[config.mk]
export PLATFORM = sky130hd
export DESIGN_NAME = clksyn_regs
export DESIGN_NICKNAME = d
export VERILOG_FILES = /design/src/hw/clksyn_pkg.sv /design/src/hw/clksyn_regs.sv
export SDC_FILE = /design/constraint.sdc
export NUM_CORES = 1
export LEC_CHECK = 0
export BUFFER_PORTS_ARGS = -buffer_cell sky130_fd_sc_hd__buf_2
export CAP_MARGIN = 20
export CORE_ASPECT_RATIO = 0.9
export CORE_UTILIZATION = 65
export CTS_BUF_LIST = sky130_fd_sc_hd__clkbuf_8
export DETAILED_ROUTE_END_ITERATION = 16
export GPL_ROUTABILITY_DRIVEN = 0
export MAX_ROUTING_LAYER = met4
export PLACE_DENSITY = 0.88
export SLEW_MARGIN = 20
export SYNTH_ARGS = -nofsm -noshare
export SYNTH_HDL_FRONTEND = slang
export SYNTH_SLANG_ARGS = --single-unit
[constraint.sdc]
create_clock -name MCLK -period 5.4 [get_ports MCLK]
set_input_delay 1.08 -clock MCLK [delete_from_list [all_inputs] [get_ports MCLK]]
set_output_delay 1.08 -clock MCLK [all_outputs]
set_load 0.005 [all_outputs]
[src/hw/clksyn_pkg.sv]
package clksyn_pkg;

  // Register window on the serial port
  localparam logic [7:0] REG_BASE  = 8'h17;
  localparam logic [7:0] REG_LAST  = 8'h1f;
  localparam int         REG_COUNT = 9;

  localparam logic [7:0] OFS_SPREAD_PERIOD_LOW = 8'h17;
  localparam logic [7:0] OFS_PLL_B_CONTROL     = 8'h18;
  localparam logic [7:0] OFS_CHARGE_PUMP       = 8'h19;
  localparam logic [7:0] OFS_REF_DIVIDER       = 8'h1a;
  localparam logic [7:0] OFS_OUT_DIV_C_D       = 8'h1b;
  localparam logic [7:0] OFS_PLL_OPERATION     = 8'h1c;
  localparam logic [7:0] OFS_OUTPUT_CONTROL    = 8'h1d;
  localparam logic [7:0] OFS_ENABLE_PRESET     = 8'h1e;
  localparam logic [7:0] OFS_LOOP_ORDER        = 8'h1f;

  // Power-up values, indexed from the window base
  localparam logic [7:0] REG_RESET [0:8] = '{8'h00, 8'h0e, 8'h14, 8'h19, 8'h43,
                                             8'h3f, 8'h33, 8'h90, 8'h84};
  // Writable bits; the rest keep their power-up value
  localparam logic [7:0] REG_WMASK [0:8] = '{8'hff, 8'hff, 8'hff, 8'hff, 8'hff,
                                             8'hff, 8'hff, 8'he3, 8'h0e};

  // Field positions
  localparam int POS_SPREAD_EN      = 5;
  localparam int POS_SEG_ONLY_MIN   = 0;
  localparam int POS_BIAS_SEL       = 0;
  localparam int POS_REF_DOUBLER    = 7;
  localparam int POS_REF_BYP1       = 6;
  localparam int POS_REF_BYP2       = 5;
  localparam int POS_FINE_STEP      = 7;
  localparam int POS_REF_SOURCE     = 6;
  localparam int POS_DIFF_A_GATED   = 7;
  localparam int POS_DIFF_B_GATED   = 6;
  localparam int POS_DIFF_A_ON      = 5;
  localparam int POS_DIFF_B_ON      = 4;
  localparam int POS_DIV_D_SOURCE   = 3;
  localparam int POS_SE_EDGE        = 2;
  localparam int POS_SE_ON          = 7;
  localparam int POS_LOOP_ORDER     = 3;
  localparam int POS_CHAN_TWO_ON    = 2;
  localparam int POS_EXTRA_POLE     = 1;

  // Roles of the multi-function enable pin
  localparam logic [1:0] ROLE_SE_ENABLE = 2'h0;
  localparam logic [1:0] ROLE_PWR_DOWN  = 2'h1;
  localparam logic [1:0] ROLE_PWR_SAVE  = 2'h2;
  localparam logic [1:0] ROLE_PRESET0   = 2'h3;

  // Fine spread stepping shifts the step value by this many bits
  localparam logic [2:0] FINE_STEP_SHIFT = 3'h4;

  // Serial port receiver states
  typedef enum logic [8:0] {
    CS_IDLE   = 9'h001,
    CS_ADDR   = 9'h002,
    CS_AACK   = 9'h004,
    CS_OFS    = 9'h008,
    CS_OACK   = 9'h010,
    CS_WDATA  = 9'h020,
    CS_WACK   = 9'h040,
    CS_RDATA  = 9'h080,
    CS_RACK   = 9'h100
  } clksyn_state_t;

  typedef struct packed {
    logic [9:0] pll_b_spread_period;
    logic       pll_b_spread_enable;
    logic [4:0] loop_res_seg;        // largest, large, mid, small, only_min
    logic [6:0] pump_scale;          // x16, x8, x4, x2, x1, /24, /3
    logic       pll_b_bias_current_sel;
    logic       pll_b_ref_doubler;
    logic       pll_b_ref_bypass_div1;
    logic       pll_b_ref_bypass_div2;
    logic [4:0] pll_b_ref_divide;
    logic [3:0] out_divider_c;
    logic [3:0] out_divider_d;
    logic       pll_b_fine_spread_step;
    logic       pll_b_ref_source;
    logic [2:0] pll_run;             // c, b, a
    logic [2:0] pll_lock_use;        // c, b, a
    logic       diff_out_a_pin_gated;
    logic       diff_out_b_pin_gated;
    logic       diff_out_a_on;
    logic       diff_out_b_on;
    logic       out_divider_d_source;
    logic       single_out_a_edge_rate;
    logic [1:0] single_out_a_level;
    logic       single_out_a_on;
    logic [1:0] multi_pin_role;
    logic [1:0] freq_preset_select;
    logic       pll_b_loop_order;
    logic       pll_b_channel_two_on;
    logic       pll_b_extra_pole;
  } clksyn_cfg_t;

  typedef struct packed {
    logic       diff_out_a_active;
    logic       diff_out_b_active;
    logic       single_out_a_active;
    logic       power_down_low;
    logic       single_out_a_power_save;
    logic [1:0] dynamic_freq_switch;
    logic [4:0] loop_res_applied;
    logic [2:0] spread_step_shift;
  } clksyn_eff_t;

endpackage

[src/hw/clksyn_regs.sv]
`timescale 1ns/1ps
// Summary of operation
// RULE_01: Ten-bit spread period: low byte at 0x17, top two bits in 0x18[7:6], reset zero.
// RULE_02: Bit 5 of 0x18 turns spread modulation of the second loop on; reset off.
// RULE_03: Bits 4:1 of 0x18 add resistor segments; bit 0 alone applies smallest only.
// RULE_04: Bits 7:1 of 0x19 scale pump current; x2 and divide-by-24 set at reset.
// RULE_05: Bit 0 of 0x19 doubles the reference bias current when set; reset clear.
// RULE_06: Bits 4:0 of 0x1a hold reference divide, reset 25; bit 7 enables doubler.
// RULE_07: Bits 6 and 5 of 0x1a pick fixed divide-by-1 and divide-by-2 bypass paths.
// RULE_08: Byte 0x1b holds third divider (upper, reset 4) and fourth divider (lower, reset 3).
// RULE_09: 0x1c bits 5,3,1 run loops three,two,one; bits 4,2,0 use lock; all reset 1.
// RULE_10: Bit 7 of 0x1c selects fine spread stepping, shifting step by four bits.
// RULE_11: Bit 6 of 0x1c feeds the second loop from second divider instead of crystal.
// RULE_12: Bits 7 and 6 of 0x1d put differential outputs under the second enable pin.
// RULE_13: Bits 5 and 4 of 0x1d enable differential outputs one and two; reset enabled.
// RULE_14: Bit 3 of 0x1d clocks the fourth divider from crystal instead of the loop.
// RULE_15: Bit 2 of 0x1d selects strong edge rate for the single output; reset normal.
// RULE_16: Bits 1:0 of 0x1d select single output supply level; reset code 11.
// RULE_17: Bit 7 of 0x1e enables the single-ended output; reset enabled.
// RULE_18: Bits 6:5 of 0x1e set the multi-function pin role; reset output-enable role.
// RULE_19: Bits 1:0 of 0x1e pick one of four frequency presets; reset preset zero.
// RULE_20: Bit 3 of 0x1f makes the second loop third order; reset first order.
// RULE_21: Bit 2 of 0x1f enables the second loop channel two path; reset enabled.
// RULE_22: Bit 1 of 0x1f enables the extra loop pole; reset disabled.
// RULE_23: Reserved bits keep power-up values; writes to them are ignored.
module clksyn_regs
  import clksyn_pkg::*;
#(
  parameter logic [6:0] DEV_ADDR = 7'h68    // Arbitrary bus address
) (
  input  wire logic        MCLK,
  input  wire logic        RST,
  input  wire logic        SCL_IN,
  input  wire logic        SDA_IN,
  output logic             SDA_OUT,
  output logic             SDA_OE_N,
  input  wire logic        SECOND_ENABLE_PIN,
  input  wire logic        MULTI_PIN,
  output clksyn_cfg_t      CFG,
  output clksyn_eff_t      EFF
);

  logic [2:0]    scl_sync;
  logic [2:0]    sda_sync;
  logic [1:0]    oe2_sync;
  logic [1:0]    multi_sync;
  logic          scl_rise;
  logic          scl_fall;
  logic          start_seen;
  logic          stop_seen;
  clksyn_state_t state;
  clksyn_state_t next_state;
  logic [7:0]    shreg;
  logic [3:0]    bit_cnt;
  logic [7:0]    ptr;
  logic          read_dir;
  logic          master_ack;
  logic          byte_done;
  logic          wr_fire;
  logic          rd_load;
  logic [7:0]    rd_byte;
  logic [7:0]    regs [0:8];
  clksyn_cfg_t   next_cfg;
  clksyn_eff_t   next_eff;

  // Pin synchronisers; stage 0 feeds only stage 1
  always_ff @(posedge MCLK) begin
    if (RST) begin
      scl_sync   <= 3'h7;
      sda_sync   <= 3'h7;
      oe2_sync   <= 2'h0;
      multi_sync <= 2'h0;
    end else begin
      scl_sync   <= {scl_sync[1:0], SCL_IN};
      sda_sync   <= {sda_sync[1:0], SDA_IN};
      oe2_sync   <= {oe2_sync[0], SECOND_ENABLE_PIN};
      multi_sync <= {multi_sync[0], MULTI_PIN};
    end
  end

  // Bus events from the settled stages only
  assign scl_rise   = scl_sync[1] & ~scl_sync[2];
  assign scl_fall   = ~scl_sync[1] & scl_sync[2];
  assign start_seen = scl_sync[1] & scl_sync[2] & sda_sync[2] & ~sda_sync[1];
  assign stop_seen  = scl_sync[1] & scl_sync[2] & ~sda_sync[2] & sda_sync[1];
  assign byte_done  = scl_fall && (bit_cnt == 4'h8);
  assign wr_fire    = (state == CS_WDATA) && byte_done;
  assign rd_load    = scl_fall && (((state == CS_AACK) && read_dir) || ((state == CS_RACK) && master_ack));

  // Read data; outside the window reads as zero
  always_comb begin
    rd_byte = 8'h00;
    if (ptr >= REG_BASE && ptr <= REG_LAST) begin
      rd_byte = regs[4'(ptr - REG_BASE)];
    end
  end

  // Next state of the serial receiver
  always_comb begin
    next_state = state;
    unique case (state)
      CS_IDLE:  next_state = CS_IDLE;
      CS_ADDR:  if (byte_done) begin
        next_state = (shreg[7:1] == DEV_ADDR) ? CS_AACK : CS_IDLE;
      end
      CS_AACK:  if (scl_fall) begin
        next_state = read_dir ? CS_RDATA : CS_OFS;
      end
      CS_OFS:   if (byte_done) begin
        next_state = CS_OACK;
      end
      CS_OACK:  if (scl_fall) begin
        next_state = CS_WDATA;
      end
      CS_WDATA: if (byte_done) begin
        next_state = CS_WACK;
      end
      CS_WACK:  if (scl_fall) begin
        next_state = CS_WDATA;
      end
      CS_RDATA: if (scl_fall && bit_cnt == 4'h7) begin
        next_state = CS_RACK;
      end
      CS_RACK:  if (scl_fall) begin
        next_state = master_ack ? CS_RDATA : CS_IDLE;
      end
    endcase
    // Start and stop override any phase, including a repeated start
    if (start_seen) begin
      next_state = CS_ADDR;
    end else if (stop_seen) begin
      next_state = CS_IDLE;
    end
  end

  always_ff @(posedge MCLK) begin
    if (RST) begin
      state <= CS_IDLE;
    end else begin
      state <= next_state;
    end
  end

  // Direction bit and master acknowledge capture
  always_ff @(posedge MCLK) begin
    if (RST) begin
      read_dir   <= 1'b0;
      master_ack <= 1'b0;
    end else begin
      if (state == CS_ADDR && byte_done) begin
        read_dir <= shreg[0];
      end
      if (state == CS_RACK && scl_rise) begin
        master_ack <= ~sda_sync[1];
      end
    end
  end

  // Shift register and bit counter
  always_ff @(posedge MCLK) begin
    if (RST) begin
      shreg   <= 8'h00;
      bit_cnt <= 4'h0;
    end else if (start_seen) begin
      bit_cnt <= 4'h0;
    end else if (rd_load) begin
      shreg   <= rd_byte;
      bit_cnt <= 4'h0;
    end else if (state == CS_RDATA) begin
      if (scl_fall) begin
        shreg   <= {shreg[6:0], 1'b0};
        bit_cnt <= bit_cnt + 4'h1;
      end
    end else if (state == CS_ADDR || state == CS_OFS || state == CS_WDATA) begin
      if (scl_rise) begin
        shreg   <= {shreg[6:0], sda_sync[1]};
        bit_cnt <= bit_cnt + 4'h1;
      end
    end else if (scl_fall) begin
      bit_cnt <= 4'h0;
    end
  end

  // Register pointer, advancing after each byte written or loaded
  always_ff @(posedge MCLK) begin
    if (RST) begin
      ptr <= 8'h00;
    end else if (state == CS_OFS && byte_done) begin
      ptr <= shreg;
    end else if (wr_fire || rd_load) begin
      ptr <= ptr + 8'h01;
    end
  end

  // Data line: pull low for acknowledge and for read zeros
  always_ff @(posedge MCLK) begin
    if (RST) begin
      SDA_OUT  <= 1'b0;
      SDA_OE_N <= 1'b1;
    end else begin
      SDA_OUT <= 1'b0;
      if (start_seen || stop_seen) begin
        SDA_OE_N <= 1'b1;
      end else if (byte_done && ((state == CS_ADDR && shreg[7:1] == DEV_ADDR)
                                 || state == CS_OFS || state == CS_WDATA)) begin
        SDA_OE_N <= 1'b0;
      end else if (rd_load) begin
        SDA_OE_N <= rd_byte[7];
      end else if (state == CS_RDATA && scl_fall) begin
        SDA_OE_N <= (bit_cnt == 4'h7) ? 1'b1 : shreg[6];
      end else if (scl_fall && (state == CS_AACK || state == CS_OACK || state == CS_WACK)) begin
        SDA_OE_N <= 1'b1;
      end
    end
  end

  // Register bytes; reserved bits are forced back to power-up value
  for (genvar i = 0; i < REG_COUNT; i++) begin : g_reg
    always_ff @(posedge MCLK) begin
      if (RST) begin
        regs[i] <= REG_RESET[i];                                     // [RULE_23]
      end else if (wr_fire && ptr == REG_BASE + 8'(i)) begin
        regs[i] <= (shreg & REG_WMASK[i]) | (REG_RESET[i] & ~REG_WMASK[i]); // [RULE_23]
      end
    end
  end

  // Field map from the register bytes
  always_comb begin
    next_cfg.pll_b_spread_period    = {regs[1][7:6], regs[0]};                 // [RULE_01]
    next_cfg.pll_b_spread_enable    = regs[1][POS_SPREAD_EN];                  // [RULE_02]
    next_cfg.loop_res_seg           = regs[1][4:0];                            // [RULE_03]
    next_cfg.pump_scale             = regs[2][7:1];                            // [RULE_04]
    next_cfg.pll_b_bias_current_sel = regs[2][POS_BIAS_SEL];                   // [RULE_05]
    next_cfg.pll_b_ref_doubler      = regs[3][POS_REF_DOUBLER];                // [RULE_06]
    next_cfg.pll_b_ref_bypass_div1  = regs[3][POS_REF_BYP1];                   // [RULE_07]
    next_cfg.pll_b_ref_bypass_div2  = regs[3][POS_REF_BYP2];                   // [RULE_07]
    next_cfg.pll_b_ref_divide       = regs[3][4:0];                            // [RULE_06]
    next_cfg.out_divider_c          = regs[4][7:4];                            // [RULE_08]
    next_cfg.out_divider_d          = regs[4][3:0];                            // [RULE_08]
    next_cfg.pll_b_fine_spread_step = regs[5][POS_FINE_STEP];                  // [RULE_10]
    next_cfg.pll_b_ref_source       = regs[5][POS_REF_SOURCE];                 // [RULE_11]
    next_cfg.pll_run                = {regs[5][5], regs[5][3], regs[5][1]};    // [RULE_09]
    next_cfg.pll_lock_use           = {regs[5][4], regs[5][2], regs[5][0]};    // [RULE_09]
    next_cfg.diff_out_a_pin_gated   = regs[6][POS_DIFF_A_GATED];               // [RULE_12]
    next_cfg.diff_out_b_pin_gated   = regs[6][POS_DIFF_B_GATED];               // [RULE_12]
    next_cfg.diff_out_a_on          = regs[6][POS_DIFF_A_ON];                  // [RULE_13]
    next_cfg.diff_out_b_on          = regs[6][POS_DIFF_B_ON];                  // [RULE_13]
    next_cfg.out_divider_d_source   = regs[6][POS_DIV_D_SOURCE];               // [RULE_14]
    next_cfg.single_out_a_edge_rate = regs[6][POS_SE_EDGE];                    // [RULE_15]
    next_cfg.single_out_a_level     = regs[6][1:0];                            // [RULE_16]
    next_cfg.single_out_a_on        = regs[7][POS_SE_ON];                      // [RULE_17]
    next_cfg.multi_pin_role         = regs[7][6:5];                            // [RULE_18]
    next_cfg.freq_preset_select     = regs[7][1:0];                            // [RULE_19]
    next_cfg.pll_b_loop_order       = regs[8][POS_LOOP_ORDER];                 // [RULE_20]
    next_cfg.pll_b_channel_two_on   = regs[8][POS_CHAN_TWO_ON];                // [RULE_21]
    next_cfg.pll_b_extra_pole       = regs[8][POS_EXTRA_POLE];                 // [RULE_22]
  end

  // Effective controls combining fields with the enable pins
  always_comb begin
    next_eff.diff_out_a_active = next_cfg.diff_out_a_on
                                 & (~next_cfg.diff_out_a_pin_gated | oe2_sync[1]);  // [RULE_12]
    next_eff.diff_out_b_active = next_cfg.diff_out_b_on
                                 & (~next_cfg.diff_out_b_pin_gated | oe2_sync[1]);  // [RULE_12]
    next_eff.single_out_a_active = next_cfg.single_out_a_on
                                   & ((next_cfg.multi_pin_role != ROLE_SE_ENABLE) | multi_sync[1]); // [RULE_18]
    next_eff.power_down_low = ~((next_cfg.multi_pin_role == ROLE_PWR_DOWN) & ~multi_sync[1]);     // [RULE_18]
    next_eff.single_out_a_power_save = (next_cfg.multi_pin_role == ROLE_PWR_SAVE) & ~multi_sync[1]; // [RULE_18]
    // Pin replaces preset bit zero only in its preset role
    next_eff.dynamic_freq_switch = {next_cfg.freq_preset_select[1],
                                    (next_cfg.multi_pin_role == ROLE_PRESET0) ? multi_sync[1]
                                                                              : next_cfg.freq_preset_select[0]}; // [RULE_19]
    // Only-min segment overrides the others so the loop never sees both
    next_eff.loop_res_applied = next_cfg.loop_res_seg[POS_SEG_ONLY_MIN] ? 5'h01
                                                                         : {next_cfg.loop_res_seg[4:1], 1'b0}; // [RULE_03]
    next_eff.spread_step_shift = next_cfg.pll_b_fine_spread_step ? FINE_STEP_SHIFT : 3'h0;            // [RULE_10]
  end

  // Registered outputs so the analog side sees glitch-free levels
  always_ff @(posedge MCLK) begin
    if (RST) begin
      CFG <= '0;
      EFF <= '0;
    end else begin
      CFG <= next_cfg;
      EFF <= next_eff;
    end
  end

endmodule // clksyn_regs

==> summary.txt, run 1 <==
Final layout
  • Synth-to-layout area growth: 11.1%
  • Final nets: roughly 730
  • Final design utilization: 0.748
  • Layout cells sized above 1: 0.216
  • Ant. Diodes: 0
  • Filler instances: around 740

Setup path
  • Worst R2R Path Depth: 8
  • CP required: approximately 5.8 ns
  • CP Launch Type: register
  • Worst reg2reg setup slack: ~2.4 ns
  • R2R Path Start: ptr[0]
  • CP arrival: around 3.3 ns
  • Worst Setup SP: ptr[0]
  • CP endpoint kind: register
  • CP Class: register to register
  • R2r endpoint: SDA_OE_N
  • Crit-path max FO: 22
  • CP Capture Point: SDA_OE_N

STA
  • Slew at the pin closest to its max-slew limit: ~1.0 ns
  • Final Hold Fails: 0
  • Hold Slack: roughly 0.42 ns
  • Fin crit share: 0.554
  • Unrepaired setup endpoints after global routing: no
  • Setup TNS Final: 0 ns
  • Slew headroom: 0.329
  • Post-layout min period: 2.99 ns
  • Fmax: 335 MHz
  • Final setup viols: 0
  • Final Max Slew Viols: 0
  • Clock Skew: between 0.01 and 0.015 ns

Detailed routing
  • DRC viols: 0
  • DRT Pass-1 Iters: 5
  • Vias post-DR: between 5,000 and 6,000
  • Mean routed wirelength per cell: about 19 um
  • Final WL: around 16,000 um
  • Vias/cell: ~5.9
  • ANT nets after route: 0
  • Drt initial violations: 443

Clock tree
  • Post-CTS Setup Bufs: 0
  • CTS buffer count: 17
  • Clk slew on worst S/H paths: approximately 0.09 ns
  • Hold buffer count at CTS: 0
  • Max Buffers Root-to-Sink: 2
  • CTS sink count: 180
  • Clk_lat worst skew: 0.47 ns
  • Post-cts sizing count: 0
  • CTS tree: built
  • H-Tree Level Count: 4
  • CTS root buffer: clkbuf_8

Place
  • # port buffers: 83
  • Dpl hpwl: about 12,000 um

Power
  • Pwr dens: around 310 nW/um^2
  • Leakage: a little over 0.003 uW
  • Peak supply drop: between 150 and 200 uV
  • Final Total Pwr: about 2500 uW

Global route
  • Maximum number of pins on one net before global-route repair: 75
  • Tot GR Track Use: 0.301
  • Vias in the first global route: 4,749
  • Number of antenna violations at the first check in global routing: 0
  • First-pass GRT wire length: roughly 25,000 um
  • Grt ovf: 0

Logic synthesis
  • Synth Instances: about 660
  • Post-synth cell types: between 60 and 70
  • YS warnings: 0
  • Post-synthesis sequential area ratio: 0.576
  • Post-synthesis register bit count: between 150 and 200
  • Ys async rst share: 0
  • Post-synth top cells: dfxtp_1 (116), nor2b_1 (74), edfxtp_1 (64)
  • Avg Synthesized Cell Area: ~11 um^2
  • Syn Std Cell Area: between 7000 and 8000 um^2
  • Largest cells by area after synthesis: dfxtp_1 (32%), edfxtp_1 (26%), nor2b_1 (6.3%), mux4_2 (4.0%), and2_1 (2.8%)
  • Main synth FF type: dfxtp_1
  • EDFF count, synth: between 60 and 70
  • Most numerous cell in the Yosys netlist: dfxtp_1
  • Synth area leader: dfxtp_1
  • Yosys top cell area share: 0.315

Die
  • Row count: 36
  • DIE WIDTH: ~110 um
  • Die Ht: roughly 100 um
  • Starting Density: 0.673
  • I/O pin count: a little under 90
  • Die ar.: 11,800 um^2
  • Core area: 10,900 um^2

Hold path
  • Hold Path Class: register to register

Outcome
  • Status: finished clean

Flow run
  • Total of max-cap violations: 0
-- state kept, by name, indices dropped and copies added, names as in the netlist --
name	flops
multi_sync	2
EFF	10
bit_cnt	4
scl_sync	3
master_ack	1
read_dir	1
regs	64
ptr	8
state	9
SDA_OE_N	1
CFG	64
oe2_sync	2
sda_sync	3
shreg	8
-- worst min-delay path by stage --
stage                 from          end  cells past startpoint  slack [ns]
3_5_place_dp   sda_sync[0]  sda_sync[1]                      1        0.41
5_1_grt        sda_sync[0]  sda_sync[1]                      1        0.43
2_1_floorplan  scl_sync[0]  scl_sync[1]                      1        0.39
4_1_cts        sda_sync[0]  sda_sync[1]                      1        0.43
6_report       sda_sync[0]  sda_sync[1]                      1        0.42
3_3_place_gp   sda_sync[0]  sda_sync[1]                      1        0.40
-- through the flow --
stage          area [um^2]  instances  worst slack [ns]
3_5_place_dp          7790        852              2.43
6_report              8190        884              2.41
2_1_floorplan         7380        660              2.57
3_3_place_gp          7790        852              2.57
5_1_grt               8190        884              2.20
4_1_cts               8180        884              2.44
-- cells by family after synthesis --
kind of cell,synth area share
simple gates,0.231
fa+ha+maj,0.0102
xor+xnor,0.0154
flops,0.576
other cells,0.000509
mux,0.0689
compound gates,0.0633
buf+inv,0.0350
-- layout make-up --
type	instances	area, um^2	area share
sequential	180	4240	0.518
multi-input combinational	424	2880	0.352
timing repair buffer	86	438	0.0535
clock buffer	17	234	0.0286
tap	152	190	0.0232
clock inverter	15	163	0.0199
inverter	10	37.5	0.00458
-- where the power goes --
group / switching, uW / internal [uW]
clock network: 470 / 454
registers: 24.6 / 1450
logic: 57.5 / 44.6
total: 552 / 1950
-- routing by layer --
metal	global-route usage	wire [um]	vias to the layer above
li1	-	-	2399
met5	-	0	-
met2	0.466	7790	292
met1	0.375	6600	2457
met3	0.0864	1650	39
met4	0.124	421	0
-- cells in the final DEF (no fill, tap or decap), types with 10 or more instances in the layout --
cell and instances:
a21oi_1 21, nor2b_1 74, xor2_1 10, mux2i_1 17, dfxtp_1 116, nor2_1 42, nand2b_1 14, or2_2 17
buf_2 83, nand3_1 15, nor3_1 10, mux4_2 13, nand2_1 40, and3_1 21, inv_1 14, and2_1 33
o21ai_0 10, a211oi_1 12, clkbuf_8 17, edfxtp_1 64
-- critical path: stages, from the launching register on --
cell and delay (ns):
dfxtp_1 0.33, buf_4 0.32, ha_1 0.44, xor2_1 0.83
mux2i_1 0.33, a21oi_1 0.12, o22ai_1 0.17, nor2_1 0.05
or3_1 0.29
Note: power is estimated with default switching activity, not from simulation.
==> inputs of run 2 (changes only) <==
--- a/config.mk
+++ b/config.mk
@@ -8,12 +8,12 @@
 export BUFFER_PORTS_ARGS = -buffer_cell sky130_fd_sc_hd__buf_2
 export CAP_MARGIN = 20
 export CORE_ASPECT_RATIO = 0.9
-export CORE_UTILIZATION = 65
+export CORE_UTILIZATION = 60
 export CTS_BUF_LIST = sky130_fd_sc_hd__clkbuf_8
 export DETAILED_ROUTE_END_ITERATION = 16
 export GPL_ROUTABILITY_DRIVEN = 0
 export MAX_ROUTING_LAYER = met4
-export PLACE_DENSITY = 0.88
+export PLACE_DENSITY = 0.82
 export SLEW_MARGIN = 20
 export SYNTH_ARGS = -nofsm -noshare
 export SYNTH_HDL_FRONTEND = slang
==> constraint.sdc (replaced) <==
create_clock -name MCLK -period 3 [get_ports MCLK]
set_input_delay 0.6 -clock MCLK [delete_from_list [all_inputs] [get_ports MCLK]]
set_output_delay 0.6 -clock MCLK [all_outputs]
set_load 0.005 [all_outputs]
==> run 2 against run 1 <==
Net effect:
- critical endpoint is now regs[3][2]
- power grew 77%
- clock power up 71%
- sequential share of layout area is 0.44 points lower
- cell count is 2.0% higher
- largest power group unchanged
- register-to-register slack got worse by 2.1 ns
==> summary.txt, run 2 (synthesis results as in run 1) <==
Setup path
  • CP endpoint kind: register
  • Crit-path max FO: 8
  • CP Launch Type: register
  • CP arrival: roughly 2.8 ns
  • CP Class: register to register
  • CP required: 3.13 ns

Place
  • Dpl hpwl: between 10,000 and 15,000 um
  • Cell Count Post-Placement: 870
  • # port buffers: 83
  • Dpl ws: roughly 0.39 ns

Clock tree
  • Clk slew on worst S/H paths: around 0.090 ns
  • CTS buffer count: 17
  • CTS sink count: 180
  • Max Buffers Root-to-Sink: 2
  • CTS tree: built
  • CTS root buffer: clkbuf_8
  • H-Tree Level Count: 4
  • Post-CTS Setup Bufs: 0
  • Post-cts sizing count: 0
  • Clk_lat worst skew: between 0.4 and 0.5 ns
  • Hold buffer count at CTS: 0

Final layout
  • Filler instances: a little under 900
  • Most common cell after layout, fill and taps aside: dfxtp_1
  • Ant. Diodes: 0
  • Final design utilization: 0.686
  • Synth-to-layout area growth: 12.0%
  • Commonest non-fill, non-tap cells in the layout: dfxtp_1 (116), buf_2 (83), nor2b_1 (74)
  • Layout cells sized above 1: 0.230
  • Non-filler instance count after layout: 902
  • Final nets: roughly 740
  • Footprint of the multi-input gates: 2880 um^2
  • Register area: 4240 um^2
  • Top flop regs: CFG: 64 flops, regs: 64 flops, EFF: 10 flops

STA
  • Final WS setup: 0.324 ns
  • Slew headroom: 0.502
  • Setup TNS Final: 0 ns
  • Final Max Slew Viols: 0
  • Clock Skew: between 0.015 and 0.02 ns
  • Final Hold Fails: 0
  • Unrepaired setup endpoints after global routing: no
  • Final setup viols: 0
  • Slew at the pin closest to its max-slew limit: 0.737 ns
  • Post-layout min period: 2.68 ns
  • Fmax: ~370 MHz
  • Fin crit share: 0.892

Die
  • DIE WIDTH: between 100 and 150 um
  • I/O pin count: a little under 90
  • Core area: 12,000 um^2
  • Starting Density: 0.613
  • Die Ht: 107 um
  • Row count: 38
  • Die ar.: 12,700 um^2

Global route
  • Vias in the first global route: slightly below 5,000
  • Grt ovf: 0
  • Tot GR Track Use: 0.278
  • First-pass GRT wire length: between 20,000 and 30,000 um
  • Number of antenna violations at the first check in global routing: 0
  • Maximum number of pins on one net before global-route repair: slightly above 70

Outcome
  • Status: finished clean

Power
  • Peak supply drop: 351 uV
  • Pwr dens: 534 nW/um^2
  • Final Total Pwr: roughly 4400 uW
  • Leakage: between 0.003 and 0.004 uW

Detailed routing
  • Mean routed wirelength per cell: between 15 and 20 um
  • Drt initial violations: a little over 600
  • DRT Pass-1 Iters: 5
  • Final WL: between 15,000 and 20,000 um
  • Vias post-DR: ~5,300
  • ANT nets after route: 0
  • Vias/cell: about 6
  • DRC viols: 0

Hold path
  • Hold Path Class: primary input to register

Flow run
  • Total of max-cap violations: 0
==> run 2: cell count changes in the layout (fill, tap and decap cells not counted), moves of 2 or more <==
cell	change
inv_4	-2
buf_4	+10
clkinv_4	+2
inv_1	-4
clkinvlp_4	+4
bufinv_16	-2
inv_8	+2
==> run 2: cell type report <==
class	count	area share
Multi-Input combinational cell	424	0.348
Timing Repair Buffer	96	0.0621
Clock inverter	15	0.0185
Sequential cell	180	0.514
Clock buffer	17	0.0283
Tap cell	160	0.0242
Inverter	10	0.00455
==> run 2: routing by layer <==
metal  routed length (um)  track usage
met5                    0            -
met4                  418        0.102
met2                 7570        0.418
met3                 1450       0.0707
met1                 6830        0.366
==> run 2: final timing paths <==
kind | startpoint | cells past startpoint | to | slack [ns]
min reg2reg | sda_sync[0] | 1 | sda_sync[1] | 0.42
min | SDA_IN | 2 | sda_sync[0] | 0.31
max reg2reg | ptr[4] | 5 | regs[3][2] | 0.32
max | ptr[4] | 5 | regs[3][2] | 0.32
==> run 2: per-stage QoR <==
| step | area [um^2] | hold slack, ns |
|---|---|---|
| floorplan | 7380 | 0.389 |
| global placement | 7870 | 0.400 |
| detailed placement | 7870 | 0.404 |
| CTS | 8260 | 0.285 |
| global route | 8260 | 0.270 |
| finish | 8260 | 0.312 |
==> run 2: where the power goes <==
part / switching (uW) / internal (uW) / total [uW]
sequential: 41.5 / 2610 / 2650
combinational: 103 / 83.4 / 187
clock: 900 / 677 / 1580
total: 1050 / 3370 / 4410
==> run 2: worst max-delay path, stage by stage (launching register included) <==
cell and delay, ns:
dfxtp_1 0.43, nor4b_1 0.64, nand2_1 0.23, nor4_2 0.55, nand2_1 0.14, nand2_1 0.35
==> inputs of run 3 (changes only) <==
--- a/config.mk
+++ b/config.mk
@@ -8,12 +8,12 @@
 export BUFFER_PORTS_ARGS = -buffer_cell sky130_fd_sc_hd__buf_2
 export CAP_MARGIN = 20
 export CORE_ASPECT_RATIO = 0.9
-export CORE_UTILIZATION = 60
-export CTS_BUF_LIST = sky130_fd_sc_hd__clkbuf_8
+export CORE_UTILIZATION = 58
+export CTS_BUF_LIST = sky130_fd_sc_hd__clkbuf_16
 export DETAILED_ROUTE_END_ITERATION = 16
 export GPL_ROUTABILITY_DRIVEN = 0
 export MAX_ROUTING_LAYER = met4
-export PLACE_DENSITY = 0.82
+export PLACE_DENSITY = 0.79
 export SLEW_MARGIN = 20
 export SYNTH_ARGS = -nofsm -noshare
 export SYNTH_HDL_FRONTEND = slang
==> run 3 against run 2 <==
Net effect:
- global-route usage decreased by 0.93 points
- routed wire length decreased by 0.29%
- cell count increased by 0.11%
- critical path type unchanged
- largest power group unchanged
==> summary.txt, run 3 (synthesis results as in run 1) <==
Final layout
  • Synth-to-layout area growth: 14.9%
  • Final nets: 742
  • Commonest non-fill, non-tap cells in the layout: dfxtp_1 (116), buf_2 (83), nor2b_1 (74)
  • Filler instances: 847
  • Non-filler instance count after layout: around 900
  • Most common cell after layout, fill and taps aside: dfxtp_1
  • Layout cells sized above 1: 0.223
  • Final design utilization: 0.693
  • Top flop regs: CFG: 64 flops, regs: 64 flops, EFF: 10 flops
  • Ant. Diodes: 0

STA
  • Slew headroom: 0.515
  • Fin crit share: 0.862
  • Slew at the pin closest to its max-slew limit: a little over 0.7 ns
  • Fmax: around 390 MHz
  • Final Max Slew Viols: 0
  • Clock Skew: 0.00697 ns
  • Post-layout min period: between 2 and 3 ns
  • Hold Slack: approximately 0.35 ns
  • Final Hold Fails: 0
  • Setup TNS Final: 0 ns
  • Unrepaired setup endpoints after global routing: no
  • Final setup viols: 0

Die
  • I/O pin count: 87
  • Core area: between 10,000 and 15,000 um^2
  • Starting Density: 0.603
  • Die ar.: 13,200 um^2
  • Die Ht: about 110 um
  • Row count: 38
  • DIE WIDTH: roughly 120 um

Global route
  • Grt ovf: 0
  • First-pass GRT wire length: approximately 25,000 um
  • Tot GR Track Use: 0.269
  • Maximum number of pins on one net before global-route repair: between 70 and 80
  • Number of antenna violations at the first check in global routing: 0
  • Vias in the first global route: ~4,700

Setup path
  • CP max-delay cell: nor4b_1
  • CP Class: register to register
  • CP required: 3.10 ns
  • Worst reg2reg setup slack: 0.42 ns
  • Slowest cell delay on critical path: approximately 0.6 ns
  • CP arrival: between 2 and 3 ns
  • Most Frequent Cell on Critical Path: nand2_1
  • CP Launch Type: register
  • Worst path cell trace: nor4b_1 -> nand2_1 -> nor4_2 -> nand2_1 -> nand2_1
  • Crit-path max FO: 8
  • CP endpoint kind: register

Hold path
  • Hold Path Class: primary input to register

Clock tree
  • Clk slew on worst S/H paths: around 0.07 ns
  • CTS root buffer: clkbuf_16
  • Post-CTS Setup Bufs: 0
  • Hold buffer count at CTS: 0
  • CTS sink count: 180
  • Clk_lat worst skew: ~0.43 ns
  • Post-cts sizing count: 0
  • H-Tree Level Count: 4
  • Max Buffers Root-to-Sink: 2
  • CTS buffer count: 17
  • CTS tree: built

Detailed routing
  • DRT Pass-1 Iters: 5
  • Final WL: 16,200 um
  • ANT nets after route: 0
  • Drt initial violations: roughly 580
  • Vias/cell: between 5 and 6
  • Vias post-DR: 5,144
  • Mean routed wirelength per cell: about 18 um
  • DRC viols: 0

Power
  • Int Pwr: about 4000 uW
  • Peak supply drop: approximately 430 uV
  • Sequential power share: 0.525
  • Clk pwr share: 0.438
  • Switch Pwr: 1050 uW
  • Share of power burned in combinational logic: 0.037
  • Leakage: 0.00324 uW
  • Switching share of power: 0.209
  • Pwr dens: a little under 600 nW/um^2

Flow run
  • Total of max-cap violations: 0

Place
  • Cell Count Post-Placement: 871
  • Dpl hpwl: approximately 11,000 um
  • # port buffers: between 80 and 90

Outcome
  • Status: finished clean
[run 3: area by class of cell]
type / instances / area (um^2) / area share
clock inverter: 15 / 165 / 0.0195
timing repair buffer: 97 / 520 / 0.0615
multi-input combinational: 424 / 2880 / 0.340
clock buffer: 17 / 425 / 0.0502
sequential: 180 / 4240 / 0.501
tap: 160 / 200 / 0.0236
inverter: 10 / 37.5 / 0.00443
[run 3: power groups by stage]
stage	Combinational [uW]	Clock (uW)	Sequential (uW)
4_1_cts	188	2230	2650
6_report	186	2210	2650
3_5_place_dp	185	0	2700
5_1_grt	205	2340	2660
3_3_place_gp	180	0	2700
2_1_floorplan	99.5	0	2700
[run 3: worst max-delay path, delay by kind of cell (launching register included)]
family	cells	cell delay (ns)
AND/OR/NAND/NOR	5	1.84
flip-flops	1	0.41
[run 3: routing by layer]
metal	global-route usage	vias to the layer above	part of all wire
met5	-	-	0
met2	0.401	238	0.46
met3	0.0701	33	0.078
met1	0.348	2452	0.44
met4	0.116	0	0.024
li1	-	2421	-
[run 3: final timing paths]
kind,from,to,cells after the start
max,ptr[4],regs[3][0],5
min reg2reg,sda_sync[0],sda_sync[1],1
min,SDA_IN,sda_sync[0],2
max reg2reg,ptr[4],regs[3][0],5
[run 3: per-stage QoR]
step,area (um^2),setup slack [ns],total power (uW)
after floorplan,7380,0.170,2800
after global placement,7880,0.521,2880
after detailed placement,7880,0.475,2890
after CTS,8470,0.459,5070
after global routing,8470,0.193,5210
final,8470,0.415,5050
